**src/rtl/etei_pkg.sv**
```systemverilog
package etei_pkg;
  // source numbering: fast pins, then regular pins, then the two capture inputs
  localparam int NSRC = 10;
  localparam int NFAST = 3;
  localparam int NREG = 5;
  localparam int SRC_AUXA = 8;
  localparam int SRC_AUXB = 9;

  // clock half periods per event; one clk_sys cycle is one clock half period
  localparam logic [4:0] HP_PER_STATE = 5'h02;
  localparam logic [4:0] HP_FAST_SAMPLE = 5'h02;
  localparam logic [4:0] HP_ARB = 5'h08;
  localparam logic [4:0] HP_REG_SAMPLE = 5'h10;

  // response figures in states; EXT_WORST_WORDS and EXT_FETCH_WORDS in bus words
  localparam logic [3:0] MIN_LAST = 4'h3;
  localparam logic [3:0] MIN_FIRST = 4'h4;
  localparam logic [3:0] HOLD_ADD = 4'h1;
  localparam logic [3:0] CODE_ADD = 4'h2;
  localparam logic [3:0] FLAGS_ADD = 4'h2;
  localparam logic [3:0] REPEAT_ADD = 4'h1;
  localparam logic [3:0] MAX_INT = 4'h9;
  localparam logic [3:0] FINISH_STATES = 4'h2;
  localparam logic [3:0] EXT_WORST_WORDS = 4'h7;
  localparam logic [3:0] EXT_FETCH_WORDS = 4'h1;
  localparam logic [3:0] EXT_FETCH_TAIL = 4'h2;

  // register byte addresses
  localparam logic [15:0] ADDR_FAST_CFG = 16'hdf00;
  localparam logic [15:0] ADDR_AUXA_CTL = 16'hdf04;
  localparam logic [15:0] ADDR_AUXB_CTL = 16'hdf08;
  localparam logic [15:0] ADDR_FLAGS = 16'hdf0c;
  localparam logic [15:0] ADDR_ENABLE = 16'hdf10;
  localparam logic [15:0] ADDR_XSEL = 16'hdf14;
  localparam logic [15:0] ADDR_AUXA_VAL = 16'hdf18;
  localparam logic [15:0] ADDR_AUXB_VAL = 16'hdf1c;
  localparam logic [15:0] ADDR_STATUS = 16'hdf20;
  localparam logic [15:0] ADDR_REG_CFG = 16'hdf38;

  // reset values
  localparam logic [9:0] RST_REG_CFG = 10'h000;
  localparam logic [5:0] RST_FAST_CFG = 6'h00;
  localparam logic [5:0] RST_AUX_CTL = 6'h00;
  localparam logic [9:0] RST_SRC = 10'h000;

  // capture timer control fields
  localparam int AUX_MODE_LSB = 0;
  localparam int AUX_EDGE_LSB = 3;
  localparam logic [2:0] AUX_CAPTURE = 3'h5;

  // two-bit edge selections
  localparam logic [1:0] EDGE_OFF = 2'h0;
  localparam logic [1:0] EDGE_RISE = 2'h1;
  localparam logic [1:0] EDGE_FALL = 2'h2;
  localparam logic [1:0] EDGE_ANY = 2'h3;

  typedef enum logic [4:0] {
    ST_IDLE = 5'h01,
    ST_ARB = 5'h02,
    ST_WAIT = 5'h04,
    ST_INJECT = 5'h08,
    ST_FINISH = 5'h10
  } etei_state_type;
endpackage : etei_pkg

```
**src/rtl/etei_top.sv**
```systemverilog
// Overview of operation
// RQ1 - transfer starts two instruction cycles after flag
// RQ2 - winner injected, next instruction held, flag cleared
// RQ3 - injected transfer finishes, held instruction resumes
// RQ4 - later instructions wait for transfer end
// RQ5 - control register read repeats round, one later
// RQ6 - minimum three or four states by flag phase
// RQ7 - each hold condition adds one state
// RQ8 - code operand or call adds two states
// RQ9 - status word read after flag change adds two
// RQ10 - internal response never above nine states
// RQ11 - all external pending takes seven bus words
// RQ12 - external fetch only: one word plus two
// RQ13 - after acknowledge, two states plus slow accesses
// RQ14 - fast pins: rising, falling or any edge
// RQ15 - regular pins: rising, falling or high level
// RQ16 - regular pins sampled every sixteen half periods
// RQ17 - capture mode turns timer pin into interrupt
// RQ18 - capture edge field picks rising, falling, both
// RQ19 - selected edge copies core timer into register
// RQ20 - enabled flag gives transfer or interrupt request
// RQ21 - fast pins every two, arbitration every eight
// RQ22 - fast edge field: off, rise, fall, any
// RQ23 - edges found by comparing synchronized samples
//
// Register access over APB was left to the implementer.
`timescale 1ns/1ps

module etei_edge (
  // clock and reset
  input wire logic clk_sys,
  input wire logic sys_rst,
  // sampling
  input wire logic sample_en,
  input wire logic pin,
  input wire logic [1:0] sel,
  input wire logic level_on_any,
  // result
  output logic hit
);
  logic prev_q;
  wire rise_w;
  wire fall_w;
  wire any_w;

  // previous sample, taken only at the sampling interval
  always_ff @(posedge clk_sys) begin
    if (sys_rst) begin
      prev_q <= 1'b0;
    end else if (sample_en) begin
      prev_q <= pin;
    end
  end

  // compare two successive samples
  assign rise_w = pin & ~prev_q; // RQ23
  assign fall_w = ~pin & prev_q;
  assign any_w = level_on_any ? pin : (rise_w | fall_w);
  assign hit = sample_en & ((sel == etei_pkg::EDGE_RISE) & rise_w |
                            (sel == etei_pkg::EDGE_FALL) & fall_w |
                            (sel == etei_pkg::EDGE_ANY) & any_w); // RQ22
endmodule : etei_edge

module etei_top #(
  parameter int TIMER_W = 16
) (
  // clock and reset
  input wire logic clk_sys,
  input wire logic sys_rst,
  // apb slave
  input wire logic psel,
  input wire logic penable,
  input wire logic pwrite,
  input wire logic [15:0] paddr,
  input wire logic [31:0] pwdata,
  output logic [31:0] prdata,
  output logic pready,
  output logic pslverr,
  // external pins
  input wire logic [2:0] fast_irq_pin,
  input wire logic [4:0] regular_irq_pin,
  input wire logic aux_timer_a_input_pin,
  input wire logic aux_timer_b_input_pin,
  // core timer value
  input wire logic [TIMER_W-1:0] core_timer,
  // pipeline conditions of the current instruction
  input wire logic cpu_last_state,
  input wire logic cpu_hold_early,
  input wire logic cpu_hold_late,
  input wire logic cpu_code_or_call,
  input wire logic cpu_reads_status,
  input wire logic cpu_prev_sets_flags,
  input wire logic cpu_reads_xfer_ctrl,
  input wire logic cpu_ext_fetch,
  input wire logic cpu_ext_read,
  input wire logic cpu_ext_write,
  input wire logic bus_access_done,
  input wire logic xfer_src_slow,
  input wire logic xfer_dst_ext,
  // transfer and interrupt requests
  output logic xfer_start,
  output logic [3:0] xfer_channel,
  output logic hold_next,
  output logic xfer_done,
  output logic irq_req,
  output logic [3:0] irq_vector
);
  localparam int N = etei_pkg::NSRC;

  generate
    if (TIMER_W < 1 || TIMER_W > 32) begin : g_bad_width
      $error("TIMER_W must be 1 to 32");
    end
  endgenerate

  function automatic logic [3:0] etei_first(input logic [N-1:0] v);
    logic [3:0] r;
    r = 4'h0;
    for (int i = N - 1; i >= 0; i--) begin
      if (v[i]) begin
        r = 4'(i);
      end
    end
    return r;
  endfunction : etei_first

  etei_pkg::etei_state_type state_q, state_d;
  logic [3:0] div_q;
  logic [9:0] sync1_q, sync2_q;
  logic [9:0] reg_cfg_q;
  logic [5:0] fast_cfg_q, auxa_ctl_q, auxb_ctl_q;
  logic [N-1:0] flags_q, enable_q, xsel_q;
  logic [TIMER_W-1:0] auxa_q, auxb_q;
  logic [3:0] target_q, cnt_q, ext_left_q, chan_q, vec_q, last_resp_q;
  logic set_last_q, done_q, irq_q;
  logic [31:0] prdata_q;
  logic err_q;

  // slower rates as enables from the half-period divider
  wire state_en = (div_q & 4'(etei_pkg::HP_PER_STATE - 5'h01)) == 4'(etei_pkg::HP_PER_STATE - 5'h01);
  wire fast_en = (div_q & 4'(etei_pkg::HP_FAST_SAMPLE - 5'h01)) == 4'(etei_pkg::HP_FAST_SAMPLE - 5'h01);
  wire arb_en = (div_q & 4'(etei_pkg::HP_ARB - 5'h01)) == 4'(etei_pkg::HP_ARB - 5'h01);
  wire reg_en = div_q == 4'(etei_pkg::HP_REG_SAMPLE - 5'h01);

  always_ff @(posedge clk_sys) begin
    if (sys_rst) begin
      div_q <= 4'h0;
    end else begin
      div_q <= div_q + 4'h1;
    end
  end

  // two-flop synchronisers on every pin
  always_ff @(posedge clk_sys) begin
    if (sys_rst) begin
      sync1_q <= 10'h000;
      sync2_q <= 10'h000;
    end else begin
      sync1_q <= {aux_timer_b_input_pin, aux_timer_a_input_pin, regular_irq_pin, fast_irq_pin};
      sync2_q <= sync1_q;
    end
  end

  // edge detectors per source
  wire [N-1:0] hit;
  wire auxa_cap = auxa_ctl_q[etei_pkg::AUX_MODE_LSB +: 3] == etei_pkg::AUX_CAPTURE; // RQ17
  wire auxb_cap = auxb_ctl_q[etei_pkg::AUX_MODE_LSB +: 3] == etei_pkg::AUX_CAPTURE; // RQ17
  wire [1:0] auxa_sel = auxa_cap ? auxa_ctl_q[etei_pkg::AUX_EDGE_LSB +: 2] : etei_pkg::EDGE_OFF; // RQ18
  wire [1:0] auxb_sel = auxb_cap ? auxb_ctl_q[etei_pkg::AUX_EDGE_LSB +: 2] : etei_pkg::EDGE_OFF; // RQ18

  genvar g;
  generate
    for (g = 0; g < etei_pkg::NFAST; g++) begin : g_fast
      etei_edge u_edge (
        .clk_sys(clk_sys),
        .sys_rst(sys_rst),
        .sample_en(fast_en), // RQ21
        .pin(sync2_q[g]),
        .sel(fast_cfg_q[2*g +: 2]), // RQ14
        .level_on_any(1'b0),
        .hit(hit[g])
      );
    end
    for (g = 0; g < etei_pkg::NREG; g++) begin : g_reg
      etei_edge u_edge (
        .clk_sys(clk_sys),
        .sys_rst(sys_rst),
        .sample_en(reg_en), // RQ16
        .pin(sync2_q[etei_pkg::NFAST + g]),
        .sel(reg_cfg_q[2*g +: 2]),
        .level_on_any(1'b1), // RQ15
        .hit(hit[etei_pkg::NFAST + g])
      );
    end
  endgenerate

  etei_edge u_auxa (
    .clk_sys(clk_sys),
    .sys_rst(sys_rst),
    .sample_en(state_en),
    .pin(sync2_q[etei_pkg::SRC_AUXA]),
    .sel(auxa_sel),
    .level_on_any(1'b0),
    .hit(hit[etei_pkg::SRC_AUXA])
  );

  etei_edge u_auxb (
    .clk_sys(clk_sys),
    .sys_rst(sys_rst),
    .sample_en(state_en),
    .pin(sync2_q[etei_pkg::SRC_AUXB]),
    .sel(auxb_sel),
    .level_on_any(1'b0),
    .hit(hit[etei_pkg::SRC_AUXB])
  );

  // apb decode; zero wait states, unmapped addresses answer with an error
  wire setup = psel & ~penable;
  wire wr = psel & penable & pwrite;
  wire a_fast = paddr == etei_pkg::ADDR_FAST_CFG;
  wire a_auxa = paddr == etei_pkg::ADDR_AUXA_CTL;
  wire a_auxb = paddr == etei_pkg::ADDR_AUXB_CTL;
  wire a_flags = paddr == etei_pkg::ADDR_FLAGS;
  wire a_en = paddr == etei_pkg::ADDR_ENABLE;
  wire a_xsel = paddr == etei_pkg::ADDR_XSEL;
  wire a_av = paddr == etei_pkg::ADDR_AUXA_VAL;
  wire a_bv = paddr == etei_pkg::ADDR_AUXB_VAL;
  wire a_stat = paddr == etei_pkg::ADDR_STATUS;
  wire a_reg = paddr == etei_pkg::ADDR_REG_CFG;
  wire a_any = a_fast | a_auxa | a_auxb | a_flags | a_en | a_xsel | a_av | a_bv | a_stat | a_reg;
  wire [31:0] rd_mux = ({32{a_fast}} & {26'h0, fast_cfg_q}) |
                       ({32{a_auxa}} & {26'h0, auxa_ctl_q}) |
                       ({32{a_auxb}} & {26'h0, auxb_ctl_q}) |
                       ({32{a_flags}} & {22'h0, flags_q}) |
                       ({32{a_en}} & {22'h0, enable_q}) |
                       ({32{a_xsel}} & {22'h0, xsel_q}) |
                       ({32{a_av}} & 32'(auxa_q)) |
                       ({32{a_bv}} & 32'(auxb_q)) |
                       ({32{a_stat}} & {23'h0, state_q, last_resp_q}) |
                       ({32{a_reg}} & {22'h0, reg_cfg_q});
  assign pready = 1'b1;
  assign prdata = prdata_q;
  assign pslverr = err_q;

  // read data and error captured in the setup phase, held through access
  always_ff @(posedge clk_sys) begin
    if (sys_rst) begin
      prdata_q <= 32'h0000_0000;
      err_q <= 1'b0;
    end else if (setup) begin
      prdata_q <= pwrite ? 32'h0000_0000 : rd_mux;
      err_q <= ~a_any;
    end
  end

  // configuration registers
  always_ff @(posedge clk_sys) begin
    if (sys_rst) begin
      reg_cfg_q <= etei_pkg::RST_REG_CFG;
      fast_cfg_q <= etei_pkg::RST_FAST_CFG;
      auxa_ctl_q <= etei_pkg::RST_AUX_CTL;
      auxb_ctl_q <= etei_pkg::RST_AUX_CTL;
      enable_q <= etei_pkg::RST_SRC;
      xsel_q <= etei_pkg::RST_SRC;
    end else if (wr) begin
      if (a_reg) reg_cfg_q <= pwdata[9:0];
      if (a_fast) fast_cfg_q <= pwdata[5:0];
      if (a_auxa) auxa_ctl_q <= pwdata[5:0];
      if (a_auxb) auxb_ctl_q <= pwdata[5:0];
      if (a_en) enable_q <= pwdata[N-1:0];
      if (a_xsel) xsel_q <= pwdata[N-1:0];
    end
  end

  // capture core timer on the selected transition
  always_ff @(posedge clk_sys) begin
    if (sys_rst) begin
      auxa_q <= '0;
      auxb_q <= '0;
    end else begin
      if (hit[etei_pkg::SRC_AUXA]) auxa_q <= core_timer; // RQ19
      if (hit[etei_pkg::SRC_AUXB]) auxb_q <= core_timer; // RQ19
    end
  end

  // request flags: write one to clear, service clears the winner, a set wins
  wire inject = state_q == etei_pkg::ST_INJECT;
  wire [N-1:0] svc_clr = inject ? (N'(1) << chan_q) : '0; // RQ2
  wire [N-1:0] sw_clr = (wr & a_flags) ? pwdata[N-1:0] : '0;
  wire [N-1:0] flags_d = (flags_q & ~(svc_clr | sw_clr)) | hit;

  always_ff @(posedge clk_sys) begin
    if (sys_rst) begin
      flags_q <= etei_pkg::RST_SRC;
      set_last_q <= 1'b0;
    end else begin
      flags_q <= flags_d;
      if (|hit) set_last_q <= cpu_last_state;
    end
  end

  // routing of enabled flags to transfer or interrupt
  wire [N-1:0] xfer_cand = flags_q & enable_q & xsel_q; // RQ20
  wire [N-1:0] irq_cand = flags_q & enable_q & ~xsel_q; // RQ20

  // response time in states from the pipeline conditions
  wire [3:0] base = set_last_q ? etei_pkg::MIN_LAST : etei_pkg::MIN_FIRST; // RQ6
  wire [4:0] sum = {1'b0, base} +
                   (cpu_hold_early ? {1'b0, etei_pkg::HOLD_ADD} : 5'h00) +
                   (cpu_hold_late ? {1'b0, etei_pkg::HOLD_ADD} : 5'h00) + // RQ7
                   (cpu_code_or_call ? {1'b0, etei_pkg::CODE_ADD} : 5'h00) + // RQ8
                   ((cpu_reads_status & cpu_prev_sets_flags) ? {1'b0, etei_pkg::FLAGS_ADD} : 5'h00); // RQ9
  wire [3:0] int_t = (sum > {1'b0, etei_pkg::MAX_INT}) ? etei_pkg::MAX_INT : sum[3:0]; // RQ10
  wire ext_all = cpu_ext_fetch & cpu_ext_read & cpu_ext_write;
  wire ext_some = cpu_ext_fetch | cpu_ext_read | cpu_ext_write;
  wire [3:0] ext_w = ext_all ? etei_pkg::EXT_WORST_WORDS : (ext_some ? etei_pkg::EXT_FETCH_WORDS : 4'h0);
  wire [3:0] tgt = ext_all ? 4'h0 : (ext_some ? etei_pkg::EXT_FETCH_TAIL : int_t); // RQ11 RQ12
  wire [3:0] fin_w = {3'h0, xfer_src_slow} + {3'h0, xfer_dst_ext};
  wire bus_idle = ext_left_q == 4'h0;
  wire arb_win = (state_q == etei_pkg::ST_ARB) & arb_en & (|xfer_cand);

  // state sequence
  always_comb begin
    state_d = state_q;
    unique case (state_q)
      etei_pkg::ST_IDLE: if (|xfer_cand) state_d = etei_pkg::ST_ARB;
      etei_pkg::ST_ARB: begin
        if (arb_en) state_d = (|xfer_cand) ? etei_pkg::ST_WAIT : etei_pkg::ST_IDLE;
      end
      etei_pkg::ST_WAIT: if (bus_idle && cnt_q >= target_q) state_d = etei_pkg::ST_INJECT; // RQ1
      etei_pkg::ST_INJECT: state_d = etei_pkg::ST_FINISH;
      etei_pkg::ST_FINISH: begin
        if (bus_idle && cnt_q >= etei_pkg::FINISH_STATES) state_d = etei_pkg::ST_IDLE; // RQ3 RQ13
      end
      default: state_d = etei_pkg::ST_IDLE;
    endcase
  end

  always_ff @(posedge clk_sys) begin
    if (sys_rst) begin
      state_q <= etei_pkg::ST_IDLE;
    end else begin
      state_q <= state_d;
    end
  end

  // wait counters; states are only counted once the bus words are through
  wire start_arb = (state_q == etei_pkg::ST_IDLE) & (|xfer_cand);
  always_ff @(posedge clk_sys) begin
    if (sys_rst) begin
      target_q <= 4'h0;
      cnt_q <= 4'h0;
      ext_left_q <= 4'h0;
      chan_q <= 4'h0;
    end else begin
      if (start_arb) begin
        target_q <= tgt;
        ext_left_q <= ext_w;
      end else if (inject) begin
        ext_left_q <= fin_w; // RQ13
      end else if (bus_access_done && !bus_idle) begin
        ext_left_q <= ext_left_q - 4'h1;
      end
      if (arb_win) begin
        chan_q <= etei_first(xfer_cand); // RQ2
        if (cpu_reads_xfer_ctrl) target_q <= target_q + etei_pkg::REPEAT_ADD; // RQ5
      end
      if (start_arb || inject) begin
        cnt_q <= 4'h0;
      end else if (state_en && bus_idle && cnt_q != 4'hf) begin
        cnt_q <= cnt_q + 4'h1;
      end
    end
  end

  // outputs; the held instruction stays stalled until the transfer ends
  assign xfer_start = inject;
  assign hold_next = inject | (state_q == etei_pkg::ST_FINISH); // RQ2 RQ4
  assign xfer_channel = chan_q;
  assign xfer_done = done_q;
  assign irq_req = irq_q;
  assign irq_vector = vec_q;

  always_ff @(posedge clk_sys) begin
    if (sys_rst) begin
      done_q <= 1'b0;
      irq_q <= 1'b0;
      vec_q <= 4'h0;
      last_resp_q <= 4'h0;
    end else begin
      done_q <= (state_q == etei_pkg::ST_FINISH) & (state_d == etei_pkg::ST_IDLE); // RQ3
      irq_q <= |irq_cand;
      vec_q <= etei_first(irq_cand);
      if (inject) last_resp_q <= cnt_q;
    end
  end
endmodule : etei_top

```
**config.mk**
```make
export PLATFORM = sky130hd
export DESIGN_NAME = etei_top
export DESIGN_NICKNAME = d
export VERILOG_FILES = /design/src/rtl/etei_pkg.sv /design/src/rtl/etei_top.sv
export SDC_FILE = /design/constraint.sdc
export NUM_CORES = 1
export LEC_CHECK = 0
export ABC_CLOCK_PERIOD_IN_PS = 7200
export BUFFER_PORTS_ARGS = -buffer_cell sky130_fd_sc_hd__buf_2
export CAP_MARGIN = 20
export CORE_ASPECT_RATIO = 0.7
export CORE_MARGIN = 4
export CORE_UTILIZATION = 55
export CTS_CLUSTER_SIZE = 8
export DETAILED_ROUTE_END_ITERATION = 10
export GPL_TIMING_DRIVEN = 1
export HOLD_SLACK_MARGIN = 0.08
export PLACE_DENSITY = 0.8
export SYNTH_ARGS = -nofsm -noshare
export SYNTH_HDL_FRONTEND = slang
export SYNTH_HIERARCHICAL = 1
export SYNTH_SLANG_ARGS = --single-unit
export TNS_END_PERCENT = 5
```
**constraint.sdc**
```tcl
create_clock -name clk_sys -period 7.2 [get_ports clk_sys]
set_input_delay 0.72 -clock clk_sys [delete_from_list [all_inputs] [get_ports clk_sys]]
set_output_delay 0.72 -clock clk_sys [all_outputs]
set_load 0.005 [all_outputs]
```
; ---- Word level (Yosys, flattened, before mapping)
; Cells that the tools add are included.
[totals]
register_bits = 189
inputBits = 92
word_cells = 327
[classes]
addsub = 9
n_lt_le_gt_ge = 3
n_eq_ne = 51
shifts = 1
mux = 46
bitwise = 157
n_reduce_logical = 23
[op_table]
columns = operator, count
row1 = 32-bit OR, 9
row2 = "16-bit equality test, second input constant", 10
row3 = 32-bit by 10-bit bitwise AND with 32-bit output, 4
row4 = 32-bit by 6-bit bitwise AND with 32-bit output, 3
row5 = 4-bit 2-to-1 mux, 21
row6 = 1-bit bitwise AND, 71
row7 = 32-bit by 16-bit bitwise AND with 32-bit output, 2
row8 = 10-bit bitwise AND, 4
row9 = "2-bit equality test, second input constant", 20
row10 = 1-bit OR, 37
row11 = 32-bit by 9-bit bitwise AND with 32-bit output, 1
row12 = 32-bit 2-to-1 mux, 1
row13 = 10-bit OR reduction, 3
row14 = 5-bit case mux with 5 select lines, 1
row15 = 1-bit NOT, 22
row16 = 3-bit 2-to-1 mux, 7
row17 = "2-bit by 1-bit equality test with 1-bit output, second input constant", 10
row18 = 10-bit 2-to-1 mux, 2
row19 = 5-bit 2-to-1 mux, 4
row20 = 10-bit NOT, 2
row21 = 10-bit OR, 2
row22 = "4-bit by 1-bit adder with 4-bit output, second input constant", 3
row23 = 2-bit 2-to-1 mux, 6
row24 = 2-bit AND reduction, 6
row25 = other kinds (27), 39

; ---- Depth between registers and ports, before layout
; Gate-level depths: netlist (run 1).
[logic_depth]
ltp_word = 12
depth_mapped = 10

; ---- By module
; Netlist (run 1), hierarchy kept.
[modules_own_cells]
columns = module, instances, cells_per_inst, area_per_inst_um2
row1 = etei_top, 1, 869, 7546.0
row2 = etei_edge, 10, 12, 107.6

; ---- Worst setup path before layout (run 1)
; OpenSTA, ideal clock, no wires.
[synth_path]
path_type = input-to-reg
startpoint = input paddr[4]
endpoint = register fast_cfg_q[0]
arrival_time_ns = 2.409
setup_slack_ns = 4.664
cell_stages = 7
path_cell_list = clkbuf_1 -> or3_1 -> or4_4 -> buf_6 -> nor4_4 -> mux2i_1 -> nor2_1
[synth_between]
elab_chain_cells = 2
[synth_lines]
columns = item, line_no
row1 = "start, declared", etei_top.sv:74  ; input wire logic [15:0] paddr,
row2 = 16-bit equality test, etei_top.sv:220  ; wire a_fast = paddr == etei_pkg::ADDR_FAST_CFG;
row3 = 2-bit AND reduction (no source line), n/a
row4 = "end signal, assigned", etei_top.sv:260  ; fast_cfg_q <= etei_pkg::RST_FAST_CFG;
row5 = "end signal, assigned", etei_top.sv:267  ; if (a_fast) fast_cfg_q <= pwdata[5:0];
row6 = "end, declared", etei_top.sv:131  ; logic [5:0] fast_cfg_q, auxa_ctl_q, auxb_ctl_q;
; No other way between the ends.
; A chain may end at the register's enable or synchronous reset.

; ---- Final worst setup path (run 1)
[layout_path]
startpoint = register state_q[1]
endpoint = output xfer_start
[layout_between]
elab_chain_cells = 1
[layout_lines]
columns = item, line_no
row1 = "start, declared", etei_top.sv:127  ; etei_pkg::etei_state_type state_q, state_d;
row2 = "start signal, assigned", etei_top.sv:341  ; state_q <= etei_pkg::ST_IDLE;
row3 = "start signal, assigned", etei_top.sv:343  ; state_q <= state_d;
row4 = 5-bit by 4-bit equality test with 1-bit output, etei_top.sv:287  ; wire inject = state_q == etei_pkg::ST_INJECT;
row5 = "end, declared", etei_top.sv:101  ; output logic xfer_start,
; No other way between the ends.

==> flow_metrics.env, run 1 <==
export IMPL_cts_htree_levels=4
export IMPL_rsz0062_at_grt="no"
export IMPL_crit_family="simple AND/OR/NAND/NOR gates"
export IMPL_hpwlAfterDp_mm=17.70
export IMPL_ys_flop_type="dfxtp_1"
export IMPL_cp_end_kind="primary output"
export IMPL_fp_dieH_microns=112.8
export IMPL_ios=138
export IMPL_powerDensity_mw_per_mm2=216.9
export IMPL_syn_inst=989
export IMPL_synth_seq_cells=173
export IMPL_synth_top_area_frac=0.4017
export IMPL_syn_area_sq_mm=0.008622
export IMPL_cts_resized=0
export IMPL_relSlewSlack=0.3364
export IMPL_period_minus_slack_ps=2980
export IMPL_start_util=0.5731
export IMPL_drt_iter0_markers=880
export IMPL_synth_common_cells="dfxtp_1 (173), nor2_1 (122), nand2_1 (117)"
export IMPL_synth_avg_cell_area_sq_um=8.718
export IMPL_synth_distinct_cells=62
export IMPL_path_class="reg -> out"
export IMPL_post_drt_wl_per_cell_microns=18.76
export IMPL_drt_pass1_iter_count=9
export IMPL_routed_wl_mm=24.11
export IMPL_antennaDiodeCount=0
export IMPL_crit_chain="nor3_1 > nand3b_1 > inv_2 > buf_2"
export IMPL_p_leak_nw=3.834
export IMPL_finalSetupTns_ps=0
export IMPL_yosysSeqAreaShare=0.4017
export IMPL_slowest_stage="nand3b_1"
export IMPL_fin_skew_ps=15.39
export IMPL_status="finished clean"
export IMPL_crit_required_ps=6480
export IMPL_worst_pin_slew_ps=986.4
export IMPL_cts_buffer_depth=2
export IMPL_gp_congestion=1.001
export IMPL_antenna_found_initial=0
export IMPL_track_usage=0.2700
export IMPL_nets=1205
export IMPL_slew_viol_final=0
export IMPL_path_max_fanout=15
export IMPL_multi_input_area_sq_mm=0.004818
export IMPL_setup_viol=0
export IMPL_r2r_cells=7
export IMPL_drv_cap=0
export IMPL_drc=0
export IMPL_die_w_microns=157.7
export IMPL_yosys_warnings=6
export IMPL_cts_tree="yes"
export IMPL_min_path_cells=1
export IMPL_postCtsHoldBufs=0
export IMPL_clock_latency_ps=430
export IMPL_hold_class="reg -> reg"
export IMPL_post_route_util=0.6509
export IMPL_grt_pass1_vias=7363
export IMPL_cts_root_buf="clkbuf_16"
export IMPL_vdd_drop_max_v=0.0001413
export IMPL_hold_ws_ps=439.1
export IMPL_grt_pass1_wl_mm=38.21
export IMPL_synth_edf_count=0
export IMPL_critPathMaxStageDelay_ps=510
export IMPL_die_area_sq_mm=0.01778
export IMPL_fmax_ghz=0.3356
export IMPL_async_reset_ff_frac=0
export IMPL_vias_per_cell=6.085
export IMPL_post_route_period_util=0.4139
export IMPL_hold_violations=0
export IMPL_regArea_sq_mm=0.003463
export IMPL_path_clk_slew_ps=70
export IMPL_start_kind="register"
export IMPL_fill_cells=1259
export IMPL_cts_sinks=173
export IMPL_arrival_ps=2260
export IMPL_cts_buffers=17
export IMPL_syn_to_final_growth_pct=13.58
export IMPL_final_layout_size_suffix_gt1_frac=0.1394
export IMPL_grt_overflow_total=0
export IMPL_rows=37
export IMPL_io_buffers=98
export IMPL_core_area_sq_mm=0.01505
export IMPL_synth_top_area_cell="dfxtp_1"
export IMPL_cp_depth=4
export IMPL_postCtsSetupBuffers=0
export IMPL_ant_nets=0
export IMPL_yosys_top_cells_area="dfxtp_1 (40%), mux2i_1 (8.6%), nor2_1 (5.3%), nand2_1 (5.1%), ha_1 (4.8%)"
export IMPL_cp_num_buf_inv=2
export IMPL_post_synth_top_count_cell="dfxtp_1"
export IMPL_grt_max_degree=61
export IMPL_dr_total_vias=7819
==> final timing paths <==
kind                   start    endpoint  slack [ps]
setup reg to reg  state_q[1]  flags_q[2]        4610
hold reg to reg   sync1_q[2]  sync2_q[2]         440
hold / removal    sync1_q[2]  sync2_q[2]         440
setup / recovery  state_q[1]  xfer_start        4220
==> stage by stage <==
step                cell area [sq um]  cells  worst slack [ps]  total power [W]
finish                           9793   1285              4220         0.002124
global route                     9793   1285              4082         0.002196
CTS                              9793   1285              4264         0.002128
detailed placement               9203   1253              4164         0.001221
global placement                 9203   1253              4178         0.001214
floorplan                        8716   1014              4664         0.001162
==> cells in the final DEF, fill, tap and decap left out, types with 23 or more instances in the layout <==
master    netlist  routed
buf_2           2      97
inv_1          34      34
a21oi_1        67      67
nor2b_1        28      28
conb_1          2      27
nor2_1        122     122
nand2_1       117     117
ha_1           33      33
dfxtp_1       173     173
nand3_1        24      24
mux2i_1        74      74
nand4b_1       23      23
==> kinds of logic after synthesis <==
family | after synthesis | synth area share
and+or+nand+nor | 414 | 0.2473
AOI/OAI and AO/OA | 186 | 0.1477
DFF | 173 | 0.4017
buffers and inverters | 96 | 0.05035
muxes | 76 | 0.09113
adders and majority gates | 36 | 0.05485
xor gates and xnor gates | 6 | 0.006095
other | 2 | 0.0008710
==> area by class of cell <==
class	instances	share of cell area
Inverter	35	0.01342
Tap cell	195	0.02491
Multi-Input combinational cell	745	0.4920
Timing Repair Buffer	105	0.05570
Sequential cell	173	0.3536
Clock buffer	18	0.04484
Clock inverter	14	0.01546
==> layer usage <==
layer / vias to the layer above / wire (microns) / track usage
met5: - / 0 / 0
met4: 0 / 437 / 0.06934
met3: 49 / 3004 / 0.09518
met2: 424 / 10280 / 0.3912
met1: 3652 / 10390 / 0.3842
li1: 3694 / - / -
==> report_power, final <==
part	internal (W)	switching [W]
clock	0.000499	0.000423
sequential	0.000979	0.0000203
combinational	0.0000809	0.000121
total	0.00156	0.000565
==> worst register-to-register path: stages, from the launching register on <==
cell and delay, ps:
dfxtp_1 420, nor3_1 350, nand3b_1 510, inv_2 390, nand2_1 100, or4_1 440
a31oi_1 200, nor2_1 50
==> sequential cells by signal, summed over array words and instances (netlist names), 10 cells and up <==
register / count
prdata: 16
sync2_q: 10
xsel_q: 10
auxa_q: 16
sync1_q: 10
auxb_q: 16
flags_q: 10
enable_q: 10
reg_cfg_q: 10
(Power assumes the default switching activity.)
==> run 2: changes to the inputs <==
ABC_CLOCK_PERIOD_IN_PS = 3120   (was 7200)
clock period = 3.12 ns   (was 7.2 ns; I/O delays follow)
==> flow_metrics.env, run 2 (synthesis gave the netlist of run 1 again) <==
export IMPL_status="finished clean"
export IMPL_path_clk_slew_ps=70
export IMPL_fill_cells=1226
export IMPL_crit_family="simple AND/OR/NAND/NOR gates"
export IMPL_worst_pin_slew_ps=924.4
export IMPL_cts_buffers=17
export IMPL_cp_end_kind="register"
export IMPL_cts_root_buf="clkbuf_16"
export IMPL_p_leak_nw=3.910
export IMPL_fin_skew_ps=9.904
export IMPL_clock_latency_ps=430
export IMPL_fmax_ghz=0.4342
export IMPL_path_max_fanout=20
export IMPL_powerDensity_mw_per_mm2=518.2
export IMPL_die_area_sq_mm=0.01778
export IMPL_post_route_period_util=0.7381
export IMPL_final_cell_mix="dfxtp_1 (173), nor2_1 (122), nand2_1 (117)"
export IMPL_post_drt_wl_per_cell_microns=18.92
export IMPL_ant_nets=0
export IMPL_crit_chain="ha_1 > and3_1 > nand4b_1 > nand2_1 > a41o_1 > nor4_1 > nand3_1 > mux2i_1 > nor2_1"
export IMPL_final_layout_size_suffix_gt1_frac=0.1457
export IMPL_rows=37
export IMPL_die_w_microns=157.7
export IMPL_layout_commonest_cell="dfxtp_1"
export IMPL_slowest_stage="and3_1"
export IMPL_drv_cap=0
export IMPL_drt_iter0_markers=1056
export IMPL_finalSetupTns_ps=0
export IMPL_slew_viol_final=0
export IMPL_track_usage=0.2680
export IMPL_rsz0062_at_grt="no"
export IMPL_gp_congestion=0.9850
export IMPL_dr_total_vias=7972
export IMPL_fp_dieH_microns=112.8
export IMPL_critPathMaxStageDelay_ps=440
export IMPL_cts_htree_levels=4
export IMPL_antennaDiodeCount=0
export IMPL_syn_to_final_growth_pct=14.99
export IMPL_grt_overflow_total=0
export IMPL_path_class="reg -> reg"
export IMPL_vdd_drop_max_v=0.0003805
export IMPL_postCtsSetupBuffers=0
export IMPL_drt_pass1_iter_count=6
export IMPL_period_minus_slack_ps=2303
export IMPL_io_buffers=98
export IMPL_hold_class="in -> reg"
export IMPL_vias_per_cell=6.166
export IMPL_fin_total_pwr_w=0.005137
export IMPL_postCtsHoldBufs=0
export IMPL_start_kind="register"
export IMPL_cts_tree="yes"
export IMPL_grt_pass1_vias=7274
export IMPL_crit_required_ps=3420
export IMPL_drc=0
export IMPL_ios=138
export IMPL_arrival_ps=2600
export IMPL_hold_violations=0
export IMPL_grt_pass1_wl_mm=38.12
export IMPL_cts_sinks=173
export IMPL_nets=1213
export IMPL_cp_num_buf_inv=0
export IMPL_setup_viol=0
export IMPL_core_area_sq_mm=0.01505
export IMPL_grt_max_degree=64
export IMPL_hpwlAfterDp_mm=17.88
export IMPL_post_route_util=0.6590
export IMPL_relSlewSlack=0.3781
export IMPL_start_util=0.5731
export IMPL_antenna_found_initial=0
export IMPL_cts_resized=0
export IMPL_cts_buffer_depth=2
export IMPL_routed_wl_mm=24.46
export IMPL_hold_ws_ps=90.10
-- run 2: changes by cell type in the layout (fill, tap and decap cells not counted), sizes merged --
cell and change:
clkinvlp -2, clkinv -1, clkbuf +1, buf +8
inv -1, bufinv +3
-- run 2: area by class of cell --
cell class              count  area (sq um)  area share
multi-input cells         745          4818      0.4860
flip-flops and latches    173          3463      0.3493
repair buffers            113         605.6     0.06108
clock buffers              19         452.9     0.04568
well taps                 195         244.0     0.02461
clock inverters            13         198.9     0.02007
inverters                  35         131.4     0.01325
-- run 2: power by group --
part	total, W	leakage (nW)	switching, W	internal, W
registers	0.00231	1.40	0.0000472	0.00226
clock network	0.00236	0.314	0.000953	0.00140
logic	0.000473	2.20	0.000284	0.000189
total	0.00514	3.91	0.00128	0.00385
-- run 2: final timing paths --
| path | from | endpoint | slack, ps | cells after the start |
|---|---|---|---|---|
| setup reg to reg | div_q[1] | set_last_q | 820 | 9 |
| setup / recovery | div_q[1] | set_last_q | 820 | 9 |
| hold reg to reg | sync1_q[0] | sync2_q[0] | 440 | 1 |
| hold / removal | regular_irq_pin[4] | sync1_q[7] | 90 | 2 |
-- run 2: metrics by stage --
step	cells	instance area [sq um]	worst slack [ps]
after floorplan	1014	8716	753.4
after global routing	1293	9915	571.8
after CTS	1293	9915	777.8
after detailed placement	1261	9263	586.0
final	1293	9915	817.1
after global placement	1261	9263	638.9
-- run 2: layer usage --
metal	vias up	wire length, microns	global-route usage
met5	-	0	0
li1	3696	-	-
met3	52	2866	0.07492
met1	3750	10630	0.3938
met4	0	413	0.06304
met2	474	10550	0.3907
